[config.mk]
export PLATFORM = sky130hd
export DESIGN_NAME = flash_security_vector_guard
export DESIGN_NICKNAME = d
export VERILOG_FILES = /design/src/guard_pkg.sv /design/src/flash_rd_if.sv /design/src/flash_security_vector_guard.sv /design/src/checksum_engine.sv
export SDC_FILE = /design/constraint.sdc
export NUM_CORES = 1
export LEC_CHECK = 0
export BUFFER_PORTS_ARGS = -buffer_cell sky130_fd_sc_hd__clkbuf_2
export CORE_AREA = 3 3 224 226
export DETAILED_ROUTE_END_ITERATION = 8
export DIE_AREA = 0 0 227 229
export GPL_TIMING_DRIVEN = 1
export PLACE_DENSITY = 0.47
export SLEW_MARGIN = 20
export SYNTH_ARGS = -nofsm -noshare
export SYNTH_HDL_FRONTEND = slang
export SYNTH_SLANG_ARGS = --single-unit
[constraint.sdc]
create_clock -name clk_sys -period 3.5 [get_ports clk_sys]
set_clock_uncertainty 0.15 [all_clocks]
set_input_delay 0.7 -clock clk_sys [delete_from_list [all_inputs] [get_ports clk_sys]]
set_output_delay 0.7 -clock clk_sys [all_outputs]
set_load 0.05 [all_outputs]
[src/guard_pkg.sv]
// Shared constants and types for the flash security vector guard
package guard_pkg;

    // Flash port geometry
    localparam int              FLASH_ADDR_W  = 24;
    localparam int              WORD_W        = 32;
    localparam logic [23:0]     WORD_STEP     = 24'h000004;

    // Guard word locations; a boot word follows each guard word and is not fetched
    localparam logic [23:0]     GUARD1_ADDR   = 24'h248000;
    localparam logic [23:0]     BOOT1_ADDR    = 24'h248004;
    localparam logic [23:0]     GUARD2_ADDR   = 24'h248008;
    localparam logic [23:0]     BOOT2_ADDR    = 24'h24800C;

    // Fields of the guard words
    localparam int              READ_PROT_BIT  = 16;
    localparam int              WRITE_PROT_BIT = 17;
    localparam int              PROT_LEVEL_BIT = 18;
    localparam int              SMALL_SECTORS  = 8;
    localparam int              LARGE_SECTORS  = 32;
    localparam int              FIRST_LARGE    = 8;
    localparam int              HOLDING_SECTOR = 4;

    // Mode pin codes
    localparam logic [2:0]      MODE_INTERNAL_VECTOR_BOOT_MODE    = 3'h0;
    localparam logic [2:0]      MODE_PAR_PROG  = 3'h7;

    // Register offsets (byte addresses)
    localparam logic [7:0]      REG_STATUS     = 8'h00;
    localparam logic [7:0]      REG_GUARD1     = 8'h04;
    localparam logic [7:0]      REG_GUARD2     = 8'h08;
    localparam logic [7:0]      REG_CKS_CTRL   = 8'h0C;
    localparam logic [7:0]      REG_CKS_START  = 8'h10;
    localparam logic [7:0]      REG_CKS_END    = 8'h14;
    localparam logic [7:0]      REG_CKS_RESULT = 8'h18;

    // Status bits
    localparam int              ST_VALID       = 0;
    localparam int              ST_READ_BLOCK  = 1;
    localparam int              ST_WRITE_BLOCK = 2;
    localparam int              ST_CKS_BUSY    = 3;
    localparam int              ST_CKS_DONE    = 4;
    localparam int              ST_PROG_READY  = 5;

    // Control fields
    localparam int              CTRL_START_BIT = 0;
    localparam int              CTRL_DIV_LSB   = 8;

    // Checksum pacing clock, derived from the system clock
    localparam int              SYS_CLK_MHZ    = 250;
    localparam int              RC_TARGET_MHZ  = 2;
    localparam logic [7:0]      CKS_DIV_RST    = 8'(SYS_CLK_MHZ / RC_TARGET_MHZ - 1);
    localparam logic [7:0]      CKS_DIV_MIN    = 8'h01;
    localparam logic [23:0]     CKS_ADDR_RST   = 24'h000000;

    typedef enum logic [1:0] {FETCH_FIRST, FETCH_SECOND, FETCH_DONE} fetch_state_t;
    typedef enum logic [1:0] {CK_IDLE, CK_WAIT_TICK, CK_READ} cks_state_t;

endpackage

[src/flash_rd_if.sv]
// Internal flash read channel between a requester and the port arbiter
`timescale 1ns/1ps
interface flash_rd_if;
    logic        req;
    logic [23:0] addr;
    logic [31:0] rdata;
    logic        valid;

    modport requester (output req, output addr, input rdata, input valid);
    modport server    (input req, input addr, output rdata, output valid);
endinterface

[src/flash_security_vector_guard.sv]
// Flash security vector fetch, protection decode and checksum control
`timescale 1ns/1ps
// Notes on behaviour
// Fetch first guard word at 0x248000, second at 0x248008; a boot word follows each (0x248004, 0x24800C).
// Guard1 bit 16 set blocks flash reads except in internal-vector boot mode.
// Bit 17 set with bit 18 clear enforces write protection in every mode.
// Bits 17 and 18 both set enforce write protection except internal-vector boot.
// Guard1 low sixteen bits are per-sector locks for the 8 KB sectors; code decodes only bits 7:0 (SMALL_SECTORS = 8).
// Locks count only with bit 17 set; bit n locks sector n; 0 locks.
// Programmer must clear lock bit 4 so the vector holding sector stays locked.
// Guard2 bit n locks large sector n+8 when bit 17 set; 0 locks.
// Vectors fetched after reset; parallel programming accepted only once done.
// Programmer waits at least 2.76 ms after supply comes up.
// Programmer waits at least 1.0 ms after init reset release.
// Checksum engine sums 32-bit words over a chosen flash address range.
// Checksum paced by slow oscillator clock, 2 MHz by default.
// Core bus clock must stay faster than the oscillator clock at start.
// Decoded protection latched after fetch, held until next reset; code latches the guard words, decode follows live mode pins.
module flash_security_vector_guard
    import guard_pkg::*;
(
    input  wire logic                   clk_sys,
    input  wire logic                   rst_n,
    // Wishbone classic slave
    input  wire logic                   wb_cyc_i,
    input  wire logic                   wb_stb_i,
    input  wire logic                   wb_we_i,
    input  wire logic [7:0]             wb_adr_i,
    input  wire logic [3:0]             wb_sel_i,
    input  wire logic [31:0]            wb_dat_i,
    output logic [31:0]                 wb_dat_o,
    output logic                        wb_ack_o,
    // Flash read port
    output logic                        fl_req_o,
    output logic [23:0]                 fl_addr_o,
    input  wire logic [31:0]            fl_rdata_i,
    input  wire logic                   fl_rvalid_i,
    // Mode pins and protection outputs
    input  wire logic [2:0]             mode_select_pins,
    output logic                        vectors_valid,
    output logic                        prog_access_ready,
    output logic                        read_block,
    output logic                        write_block,
    output logic [SMALL_SECTORS-1:0]    small_sector_lock,
    output logic [LARGE_SECTORS-1:0]    large_sector_lock
);
    import guard_pkg::*;

    // Vector fetch state and latched guard words
    fetch_state_t fetch_q;
    logic [31:0]  first_flash_guard_word_q;
    logic [31:0]  second_flash_guard_word_q;

    // Checksum control registers
    logic [7:0]   cks_div_q;
    logic [23:0]  cks_start_q;
    logic [23:0]  cks_end_q;
    logic         cks_done_flag_q;
    logic [7:0]   tick_cnt_q;

    // Protection outputs, registered
    logic                       read_block_q;
    logic                       write_block_q;
    logic [SMALL_SECTORS-1:0]   small_lock_q;
    logic [LARGE_SECTORS-1:0]   large_lock_q;

    // Bus slave
    logic         ack_q;
    logic [31:0]  rdata_q;

    // Checksum engine wiring
    flash_rd_if   cks_rd ();
    logic         cks_busy;
    logic         cks_done;
    logic [31:0]  cks_result;

    // Flash port: the fetch owns it until both vectors are in
    wire fetching    = (fetch_q != FETCH_DONE);
    wire fetch_req   = fetching;
    wire [23:0] fetch_addr = (fetch_q == FETCH_FIRST) ? GUARD1_ADDR : GUARD2_ADDR;

    assign fl_req_o     = fetching ? fetch_req  : cks_rd.req;
    assign fl_addr_o    = fetching ? fetch_addr : cks_rd.addr;
    assign cks_rd.rdata = fl_rdata_i;
    assign cks_rd.valid = fl_rvalid_i & ~fetching;

    wire fetch_take = fetching & fl_rvalid_i;

    always_ff @(posedge clk_sys or negedge rst_n) begin
        if (!rst_n) begin
            fetch_q <= FETCH_FIRST;
        end else if (fetch_take) begin
            fetch_q <= (fetch_q == FETCH_FIRST) ? FETCH_SECOND : FETCH_DONE;
        end
    end

    // Guard words are only ever loaded by the fetch
    always_ff @(posedge clk_sys or negedge rst_n) begin
        if (!rst_n) begin
            first_flash_guard_word_q  <= 32'h00000000;
            second_flash_guard_word_q <= 32'h00000000;
        end else if (fetch_take) begin
            if (fetch_q == FETCH_FIRST)
                first_flash_guard_word_q  <= fl_rdata_i;
            else
                second_flash_guard_word_q <= fl_rdata_i;
        end
    end

    // Protection decode
    wire internal_vector_boot_mode = (mode_select_pins == MODE_INTERNAL_VECTOR_BOOT_MODE);
    wire par_prog_mode             = (mode_select_pins == MODE_PAR_PROG);

    wire read_prot  = first_flash_guard_word_q[READ_PROT_BIT];
    wire write_prot = first_flash_guard_word_q[WRITE_PROT_BIT];
    wire prot_level = first_flash_guard_word_q[PROT_LEVEL_BIT];

    wire read_block_d  = ~fetching & read_prot & ~internal_vector_boot_mode;
    // Level clear: no exception; level set: boot mode exempt
    wire write_block_d = ~fetching & write_prot
                         & ~(prot_level & internal_vector_boot_mode);

    wire [SMALL_SECTORS-1:0] small_lock_d =
        {SMALL_SECTORS{write_block_d}}
        & ~first_flash_guard_word_q[SMALL_SECTORS-1:0];
    wire [LARGE_SECTORS-1:0] large_lock_d =
        {LARGE_SECTORS{write_block_d}} & ~second_flash_guard_word_q;

    always_ff @(posedge clk_sys or negedge rst_n) begin
        if (!rst_n) begin
            read_block_q  <= 1'b0;
            write_block_q <= 1'b0;
            small_lock_q  <= '0;
            large_lock_q  <= '0;
        end else begin
            read_block_q  <= read_block_d;
            write_block_q <= write_block_d;
            small_lock_q  <= small_lock_d;
            large_lock_q  <= large_lock_d;
        end
    end

    assign vectors_valid     = ~fetching;
    assign prog_access_ready = ~fetching & par_prog_mode;
    assign read_block        = read_block_q;
    assign write_block       = write_block_q;
    assign small_sector_lock = small_lock_q;
    assign large_sector_lock = large_lock_q;

    // Wishbone classic slave, ack one cycle after the request
    wire        bus_req  = wb_cyc_i & wb_stb_i & ~ack_q;
    wire        wr_stb   = wb_cyc_i & wb_stb_i & ack_q & wb_we_i;
    wire        hit_ctrl  = (wb_adr_i == REG_CKS_CTRL);
    wire        hit_start = (wb_adr_i == REG_CKS_START);
    wire        hit_end   = (wb_adr_i == REG_CKS_END);

    function automatic logic [31:0] merge_bytes(input logic [31:0] old_v,
                                                input logic [31:0] new_v,
                                                input logic [3:0]  sel);
        logic [31:0] res;
        res = old_v;
        for (int b = 0; b < 4; b++) begin
            if (sel[b]) res[8*b +: 8] = new_v[8*b +: 8];
        end
        return res;
    endfunction

    wire [31:0] ctrl_view   = {16'h0000, cks_div_q, 7'h00, cks_busy};
    wire [31:0] ctrl_merged = merge_bytes(ctrl_view, wb_dat_i, wb_sel_i);
    wire [31:0] start_merged = merge_bytes({8'h00, cks_start_q}, wb_dat_i, wb_sel_i);
    wire [31:0] end_merged   = merge_bytes({8'h00, cks_end_q}, wb_dat_i, wb_sel_i);

    // A start while busy or before the vectors are in is ignored
    wire cks_start = wr_stb & hit_ctrl & wb_sel_i[0] & wb_dat_i[CTRL_START_BIT]
                     & ~fetching & ~cks_busy;
    wire done_clear = wr_stb & (wb_adr_i == REG_STATUS) & wb_sel_i[0]
                      & wb_dat_i[ST_CKS_DONE];

    wire [31:0] status_view = {26'h0000000,
                               prog_access_ready,
                               cks_done_flag_q,
                               cks_busy,
                               write_block_q,
                               read_block_q,
                               ~fetching};

    logic [31:0] rd_mux;
    always_comb begin
        unique case (wb_adr_i)
            REG_STATUS:     rd_mux = status_view;
            REG_GUARD1:     rd_mux = first_flash_guard_word_q;
            REG_GUARD2:     rd_mux = second_flash_guard_word_q;
            REG_CKS_CTRL:   rd_mux = ctrl_view;
            REG_CKS_START:  rd_mux = {8'h00, cks_start_q};
            REG_CKS_END:    rd_mux = {8'h00, cks_end_q};
            REG_CKS_RESULT: rd_mux = cks_result;
            default:        rd_mux = 32'h00000000;
        endcase
    end

    always_ff @(posedge clk_sys or negedge rst_n) begin
        if (!rst_n) begin
            ack_q   <= 1'b0;
            rdata_q <= 32'h00000000;
        end else begin
            ack_q <= bus_req;
            if (bus_req) rdata_q <= rd_mux;
        end
    end

    assign wb_ack_o = ack_q;
    assign wb_dat_o = rdata_q;

    // Software-written checksum settings
    always_ff @(posedge clk_sys or negedge rst_n) begin
        if (!rst_n) begin
            cks_div_q   <= CKS_DIV_RST;
            cks_start_q <= CKS_ADDR_RST;
            cks_end_q   <= CKS_ADDR_RST;
        end else if (wr_stb) begin
            // Keep the slow clock at most half the bus clock
            if (hit_ctrl)
                cks_div_q <= (ctrl_merged[CTRL_DIV_LSB +: 8] < CKS_DIV_MIN)
                             ? CKS_DIV_MIN : ctrl_merged[CTRL_DIV_LSB +: 8];
            if (hit_start) cks_start_q <= start_merged[23:0];
            if (hit_end)   cks_end_q   <= end_merged[23:0];
        end
    end

    // Sticky completion flag; a new completion beats a clear
    always_ff @(posedge clk_sys or negedge rst_n) begin
        if (!rst_n)
            cks_done_flag_q <= 1'b0;
        else if (cks_done)
            cks_done_flag_q <= 1'b1;
        else if (done_clear)
            cks_done_flag_q <= 1'b0;
    end

    // Slow oscillator enable: one pulse every cks_div_q+1 cycles
    wire rc_tick = (tick_cnt_q == 8'h00);

    always_ff @(posedge clk_sys or negedge rst_n) begin
        if (!rst_n)
            tick_cnt_q <= CKS_DIV_RST;
        else if (rc_tick)
            tick_cnt_q <= cks_div_q;
        else
            tick_cnt_q <= tick_cnt_q - 8'h01;
    end

    checksum_engine u_checksum (
        .clk_sys    (clk_sys),
        .rst_n      (rst_n),
        .tick       (rc_tick),
        .start      (cks_start),
        .start_addr (cks_start_q),
        .end_addr   (cks_end_q),
        .busy       (cks_busy),
        .done       (cks_done),
        .result     (cks_result),
        .rd         (cks_rd)
    );

endmodule

[src/checksum_engine.sv]
// 32-bit flash checksum engine paced by the slow oscillator enable
`timescale 1ns/1ps
module checksum_engine
    import guard_pkg::*;
(
    input  wire logic                   clk_sys,
    input  wire logic                   rst_n,
    input  wire logic                   tick,
    input  wire logic                   start,
    input  wire logic [23:0]            start_addr,
    input  wire logic [23:0]            end_addr,
    output logic                        busy,
    output logic                        done,
    output logic [31:0]                 result,
    flash_rd_if.requester               rd
);
    import guard_pkg::*;

    cks_state_t  state_q;
    logic [23:0] addr_q;
    logic [31:0] sum_q;
    logic        done_q;
    logic [31:0] result_q;

    wire         last_word = (addr_q >= end_addr);
    wire  [31:0] sum_next  = sum_q + rd.rdata;

    assign rd.req  = (state_q == CK_READ);
    assign rd.addr = addr_q;
    assign busy    = (state_q != CK_IDLE);
    assign done    = done_q;
    assign result  = result_q;

    always_ff @(posedge clk_sys or negedge rst_n) begin
        if (!rst_n) begin
            state_q  <= CK_IDLE;
            addr_q   <= CKS_ADDR_RST;
            sum_q    <= 32'h00000000;
            done_q   <= 1'b0;
            result_q <= 32'h00000000;
        end else begin
            done_q <= 1'b0;
            unique case (state_q)
                CK_IDLE: begin
                    if (start) begin
                        addr_q  <= start_addr;
                        sum_q   <= 32'h00000000;
                        state_q <= CK_WAIT_TICK;
                    end
                end
                CK_WAIT_TICK: begin
                    // One word per slow-clock period
                    if (tick) state_q <= CK_READ;
                end
                CK_READ: begin
                    if (rd.valid) begin
                        sum_q <= sum_next;
                        if (last_word) begin
                            result_q <= sum_next;
                            done_q   <= 1'b1;
                            state_q  <= CK_IDLE;
                        end else begin
                            addr_q  <= addr_q + WORD_STEP;
                            state_q <= CK_WAIT_TICK;
                        end
                    end
                end
            endcase
        end
    end
endmodule

==> results.toml, run 1 <==
[logic_synthesis]
yosysUniqueCellTypes = 74
yosysWarnings = 0
ys_ff_latch = 297
synth_edf_count = 0
synth_compound_area_share_pct = 17.64
synth_xor_area_share_pct = 2.112
synth_nets = 1500
muxShareOfSynthArea_pct = 8.998
avgSynthCellArea_um2 = 10.71
synth_ff_type = "dfrtp_1"
syn-cell-area_um2 = 14520
seq_area_frac_synth_pct = 51.28
synth_top_family_by_area = "compound AO/OA/AOI/OAI gates"
ys_async_sr_fraction_pct = 100.0
syn_inst = 1356
yosys.area_share.simple_pct = 11.68
synth-adder-area-share_pct = 5.137

[sta]
worst_pin_slew_ps = 681.3
setup_violations = 0
max_slew_margin_pct = 54.58
min_period_ps = 3217
fmax_mhz = 310.8
rsz0062_at_grt = "false"
setup_slack_ps = 283.0
hold_viol_final = 0
setup_tns_ps = 0
fin_crit_sh_pct = 91.91
slew_violations = 0

[floorplan]
pin_count = 187
die_y_um = 229
die_area_um2 = 51980
die_x_um = 227
start_util_pct = 29.90
rows = 81
placeableCoreArea_um2 = 48550

[global_routing]
grt_max_degree = 104
track_usage_pct = 18.65
grt_first_pass_wirelength_mm = 73.35
grt_pass1_vias = 11580
antenna_found_initial = 3
overflow = 0

[hold_path]
whs_endpoint = "cks_end_q[20]$_DFFE_PN0P_"
hp-class = "in2reg"
min_from = "wb_dat_i[20]"
min_path_cells = 3

[outcome]
status = "finished, final reports clean"

[detailed_routing]
first_pass_iters = 7
drtAntennaViolNets = 0
routedWlPerCell_um = 21.80
viasPerCell = 5.147
drt_wl_total_mm = 48.28
drc = 0
drt_iter0_markers = 806
vias = 11400

[worst_setup_path]
reg2reg_slack_ps = 280
worstReg2RegStart = "u_checksum.sum_q[0]$_DFFE_PN0P_"
ff2ff_path_depth = 12
critPathKind = "reg2reg"
critPathLaunchType = "flop"
crit_required_ps = 3760
critPathMaxFanout = 4
critPathLaunch = "u_checksum.sum_q[0]$_DFFE_PN0P_"
rr_endpoint = "u_checksum.result[26]$_DFFE_PN0P_"
worstPathArrival_ps = 3480
end_kind = "flop"

[cells_and_area]
final_common_cell = "dfrtp_1"
final_area_um2 = 17660
seq_area_um2 = 7445
final_cell_mix = "287 x dfrtp_1, 176 x clkbuf_2, 112 x nor2_1, 112 x mux2_2, 105 x nand2_1"
num_antenna_cells = 0
area_growth_pct = 21.67
multi_input_area_um2 = 6646
fin_nets = 1712
fillCellCount = 4887
drive_gt1_share_pct = 28.19

[power_and_ir_drop]
power_mw = 13.78
leakage_nw = 8.664
p_per_area_nw_per_um2 = 780.3
vdd_drop_max_v = 0.0002979

[placement]
pre_cts_ws_ps = -183.1
place_hpwl_mm = 36.44
post_dp_cell_area_um2 = 16480
numPortBuffers = 177
gp_congestion = 0.8551

[clock_network]
clkSlewWorstSetupHoldPaths_ps = 60
cts_buffers = 35
h-tree-depth = 2
clk_path_buf_depth = 3
ctsResizeCount = 0
cts_root_buf = "clkbuf_16"
cts_tree = "done"
clkLatencyLatePin_ps = 530
cts_sinks = 297
cts_setup_buffers = 0
cts_hold_buf = 1

[run]
maxCapViolations = 0
-- Yosys cell counts, types with 6 or more instances --
master / count / area, um^2
mux2_2: 112 / 1261
nor2b_1: 7 / 43.79
o22a_1: 17 / 148.9
nor2_1: 116 / 435.4
a21oi_1: 75 / 375.4
and2_1: 22 / 137.6
o21ai_0: 101 / 505.5
nor3_1: 14 / 70.07
nand4_1: 8 / 50.05
inv_1: 42 / 157.7
a221o_1: 9 / 90.09
a21o_1: 47 / 352.8
a22o_1: 24 / 210.2
dfstp_2: 10 / 262.8
a22oi_1: 14 / 105.1
nand3_1: 39 / 195.2
ha_1: 58 / 725.7
a221oi_1: 9 / 78.83
and3_1: 11 / 68.82
nand2b_1: 12 / 75.07
nand2_1: 105 / 394.1
a222oi_1: 24 / 240.2
buf_2: 6 / 30.03
xor2_1: 8 / 70.07
a211oi_1: 6 / 45.04
dfrtp_1: 287 / 7182
xnor2_1: 27 / 236.5
clkbuf_1: 54 / 202.7
-- kinds of logic after synthesis --
group | Yosys count
DFF | 297
buffers and inverters | 111
AOI/OAI and AO/OA | 376
xor gates and xnor gates | 35
and+or+nand+nor | 362
adders and majority gates | 59
muxes | 116
-- how the worst max path moves through the flow --
stage | cells after the start | slack [ps] | endpoint
6_report | 12 | 280 | u_checksum.result[26]$_DFFE_PN0P_
5_1_grt | 12 | 50 | u_checksum.result[26]$_DFFE_PN0P_
3_3_place_gp | 13 | -190 | u_checksum.result[26]$_DFFE_PN0P_
3_5_place_dp | 13 | -180 | u_checksum.result[26]$_DFFE_PN0P_
4_1_cts | 12 | 260 | u_checksum.result[26]$_DFFE_PN0P_
2_1_floorplan | 11 | 290 | u_checksum.result[26]$_DFFE_PN0P_
-- through the flow --
stage          instances  util (%)  hold WS, ps
6_report            2215     36.38        261.7
5_1_grt             2215     36.38        267.5
4_1_cts             2215     36.38        238.4
3_5_place_dp        2152     33.95        266.6
3_3_place_gp        2152     33.95        267.8
2_1_floorplan       1356         -        254.4
-- state kept, by name, indices dropped and copies added (netlist names) --
| signal | flops |
|---|---|
| second_flash_guard_word_q | 32 |
| cks_done_flag_q | 1 |
| read_block | 1 |
| first_flash_guard_word_q | 32 |
| cks_start_q | 24 |
| write_block | 1 |
| wb_dat_o | 32 |
| tick_cnt_q | 8 |
| small_sector_lock | 8 |
| wb_ack_o | 1 |
| u_checksum.result | 32 |
| u_checksum.done | 1 |
| u_checksum.rd.addr | 24 |
| u_checksum.sum_q | 32 |
| cks_div_q | 8 |
| cks_end_q | 24 |
| fetch_q | 2 |
| u_checksum.state_q | 2 |
| large_sector_lock | 32 |
-- layer usage --
metal | GRT usage, % | share of wire (%)
met5 | 0 | 0.070
met4 | 5.001 | 2.5
met3 | 3.589 | 5.5
met2 | 28.87 | 45
met1 | 26.71 | 47
-- area by class of cell --
type	count	share of cell area (%)
multi-input cells	948	37.63
inverters	42	0.8926
well taps	622	4.406
clock buffers	52	5.837
repair buffers	244	8.288
flip-flops and latches	297	42.15
clock inverters	10	0.7934
-- power by group --
part	switching (mW)	internal, mW	leakage [nW]
Combinational	3.11	1.79	4.32
Clock	1.47	2.26	0.578
Sequential	0.754	4.39	3.76
-- critical path, stage by stage (launching register included) --
cell      delay (ps)
dfrtp_1          380
ha_1             210
fa_1             420
a21oi_1          220
o211ai_2         150
a31oi_1          160
buf_4            150
a41oi_1          190
a31oi_2          380
nor4_2           110
nand2b_1         170
xor2_1           160
mux2_2           270
Note: power is estimated with default switching activity, not from simulation.
==> inputs of run 2 (changes only) <==
--- a/config.mk
+++ b/config.mk
@@ -6,11 +6,14 @@
 export NUM_CORES = 1
 export LEC_CHECK = 0
 export BUFFER_PORTS_ARGS = -buffer_cell sky130_fd_sc_hd__clkbuf_2
+export CAP_MARGIN = 20
+export CELL_PAD_IN_SITES_DETAIL_PLACEMENT = 0
+export CELL_PAD_IN_SITES_GLOBAL_PLACEMENT = 1
 export CORE_AREA = 3 3 224 226
 export DETAILED_ROUTE_END_ITERATION = 8
 export DIE_AREA = 0 0 227 229
 export GPL_TIMING_DRIVEN = 1
-export PLACE_DENSITY = 0.47
+export PLACE_DENSITY = 0.56
 export SLEW_MARGIN = 20
 export SYNTH_ARGS = -nofsm -noshare
 export SYNTH_HDL_FRONTEND = slang
==> run 2 against run 1 <==
  * Fmax is 1.0% higher
  * First-iteration DRC count is 4.8% higher
  * Die area stayed put
  * Sequential share of layout area hardly changed
  * Hold slack worse by 29 ps
  * Global-route usage is 0.11 points higher
  * Final area hardly changed
  * Clock power is 3% lower
  * Worst setup slack better by 33 ps
  * Critical endpoint unchanged
  * Largest power group unchanged
  * Highest routed layer is now met4
==> results.toml, run 2 (synthesis gave the netlist of run 1 again) <==
[outcome]
status = "finished, final reports clean"

[detailed_routing]
drt_iter0_markers = 845
vias = 11500
drc = 0
viasPerCell = 5.179
routedWlPerCell_um = 21.89
drt_wl_total_mm = 48.60
first_pass_iters = 7
drtAntennaViolNets = 0

[clock_network]
cts_tree = "done"
cts_sinks = 297
ctsResizeCount = 0
cts_buffers = 36
clk_path_buf_depth = 3
clkSlewWorstSetupHoldPaths_ps = 60
h-tree-depth = 2
cts_root_buf = "clkbuf_16"
clkLatencyLatePin_ps = 550

[cells_and_area]
fillCellCount = 4885
drive_gt1_share_pct = 28.37
fin_nets = 1714
final_common_cell = "dfrtp_1"
final_area_um2 = 17660
final_cell_mix = "287 x dfrtp_1, 176 x clkbuf_2, 113 x nor2_1, 112 x mux2_2, 105 x nand2_1"
area_growth_pct = 21.68

[worst_setup_path]
critPathLaunchType = "flop"
critPathMaxFanout = 4
worstPathArrival_ps = 3470
ff2ff_path_depth = 12
end_kind = "flop"
crit_required_ps = 3790
critPathKind = "reg2reg"
reg2reg_slack_ps = 320

[placement]
numPortBuffers = 177
place_hpwl_mm = 36.93
gp_congestion = 0.8129
post_dp_cell_area_um2 = 16510

[hold_path]
hp-class = "in2reg"
min_path_cells = 3

[floorplan]
die_x_um = 227
die_y_um = 229
start_util_pct = 29.90
rows = 81
placeableCoreArea_um2 = 48550
die_area_um2 = 51980
pin_count = 187

[sta]
worst_pin_slew_ps = 756.8
rsz0062_at_grt = "false"
fmax_mhz = 314.1
max_slew_margin_pct = 49.43
setup_violations = 0
slew_violations = 0
setup_tns_ps = 0
min_period_ps = 3184
fin_crit_sh_pct = 90.97
hold_viol_final = 0

[global_routing]
track_usage_pct = 18.76
antenna_found_initial = 1
overflow = 0
grt_pass1_vias = 11730
grt_max_degree = 67
grt_first_pass_wirelength_mm = 73.58

[run]
maxCapViolations = 0

[power_and_ir_drop]
p_per_area_nw_per_um2 = 778.6
leakage_nw = 8.665
vdd_drop_max_v = 0.0004114
==> run 2: cell count changes in the layout (fill, tap and decap cells not counted), moves of 2 or more <==
cell / previous run / this run
clkinv_2: 5 / 8
bufinv_16: 3 / 0
clkbuf_1: 9 / 7
buf_12: 5 / 7
==> run 2: layout make-up <==
class | count | area (um^2) | area share [%]
flip-flops and latches | 297 | 7445 | 42.15
diodes | 1 | 2.502 | 0.01417
well taps | 622 | 778.2 | 4.406
multi-input cells | 948 | 6644 | 37.61
clock buffers | 52 | 1062 | 6.014
repair buffers | 245 | 1496 | 8.472
clock inverters | 13 | 77.57 | 0.4392
inverters | 42 | 157.7 | 0.8925
==> run 2: final timing paths <==
path	startpoint	end
min in group asynchronous	rst_n	large_sector_lock[0]$_DFF_PN0_
worst max register to register	u_checksum.sum_q[0]$_DFFE_PN0P_	u_checksum.result[26]$_DFFE_PN0P_
worst max-delay path	u_checksum.sum_q[0]$_DFFE_PN0P_	u_checksum.result[26]$_DFFE_PN0P_
worst min-delay path	wb_dat_i[21]	cks_end_q[21]$_DFFE_PN0P_
max in group asynchronous	rst_n	cks_end_q[5]$_DFFE_PN0P_
worst min register to register	u_checksum.done$_DFF_PN0_	cks_done_flag_q$_DFFE_PN0P_
==> run 2: metal layers <==
| layer | global-route usage (%) | part of all wire (%) |
|---|---|---|
| met1 | 25.90 | 46 |
| met2 | 29.56 | 46 |
| met3 | 4.665 | 6.4 |
| met4 | 4.668 | 2.1 |
| met5 | 0 | 0 |
==> run 2: where the power goes <==
part / switching, mW / internal [mW]
sequential: 0.792 / 4.39
combinational: 3.13 / 1.80
clock: 1.52 / 2.12
total: 5.45 / 8.31
==> run 2: worst max-delay path: stages, from the launching register on <==
cell and delay (ps):
dfrtp_1 380, ha_1 210, fa_1 400, a21oi_1 240, o211ai_2 140, a31oi_1 160
buf_4 140, a41oi_1 180, a31oi_2 390, nor4_2 110, nand2b_1 160, xor2_1 160
mux2_2 270
==> run 2: repair_timing <==
action,CTS,global route
endpoints found under the setup margin,0,0
hold buffers,1,0
hold endpoints to repair,53,0
buffers inserted,0,0
==> run 2: stage by stage <==
| step | std cells | util, % | hold slack (ps) | setup slack, ps | power, mW |
|---|---|---|---|---|---|
| floorplan | 1356 | - | 254.4 | 291.4 | 8.561 |
| global placement | 2153 | 34.01 | 262.5 | -178.6 | 10.15 |
| detailed placement | 2153 | 34.01 | 277.8 | -117.5 | 10.20 |
| CTS | 2219 | 36.38 | 211.5 | 319.9 | 13.91 |
| global route | 2219 | 36.38 | 248.6 | 136.3 | 14.58 |
| finish | 2220 | 36.39 | 233.1 | 316.0 | 13.75 |
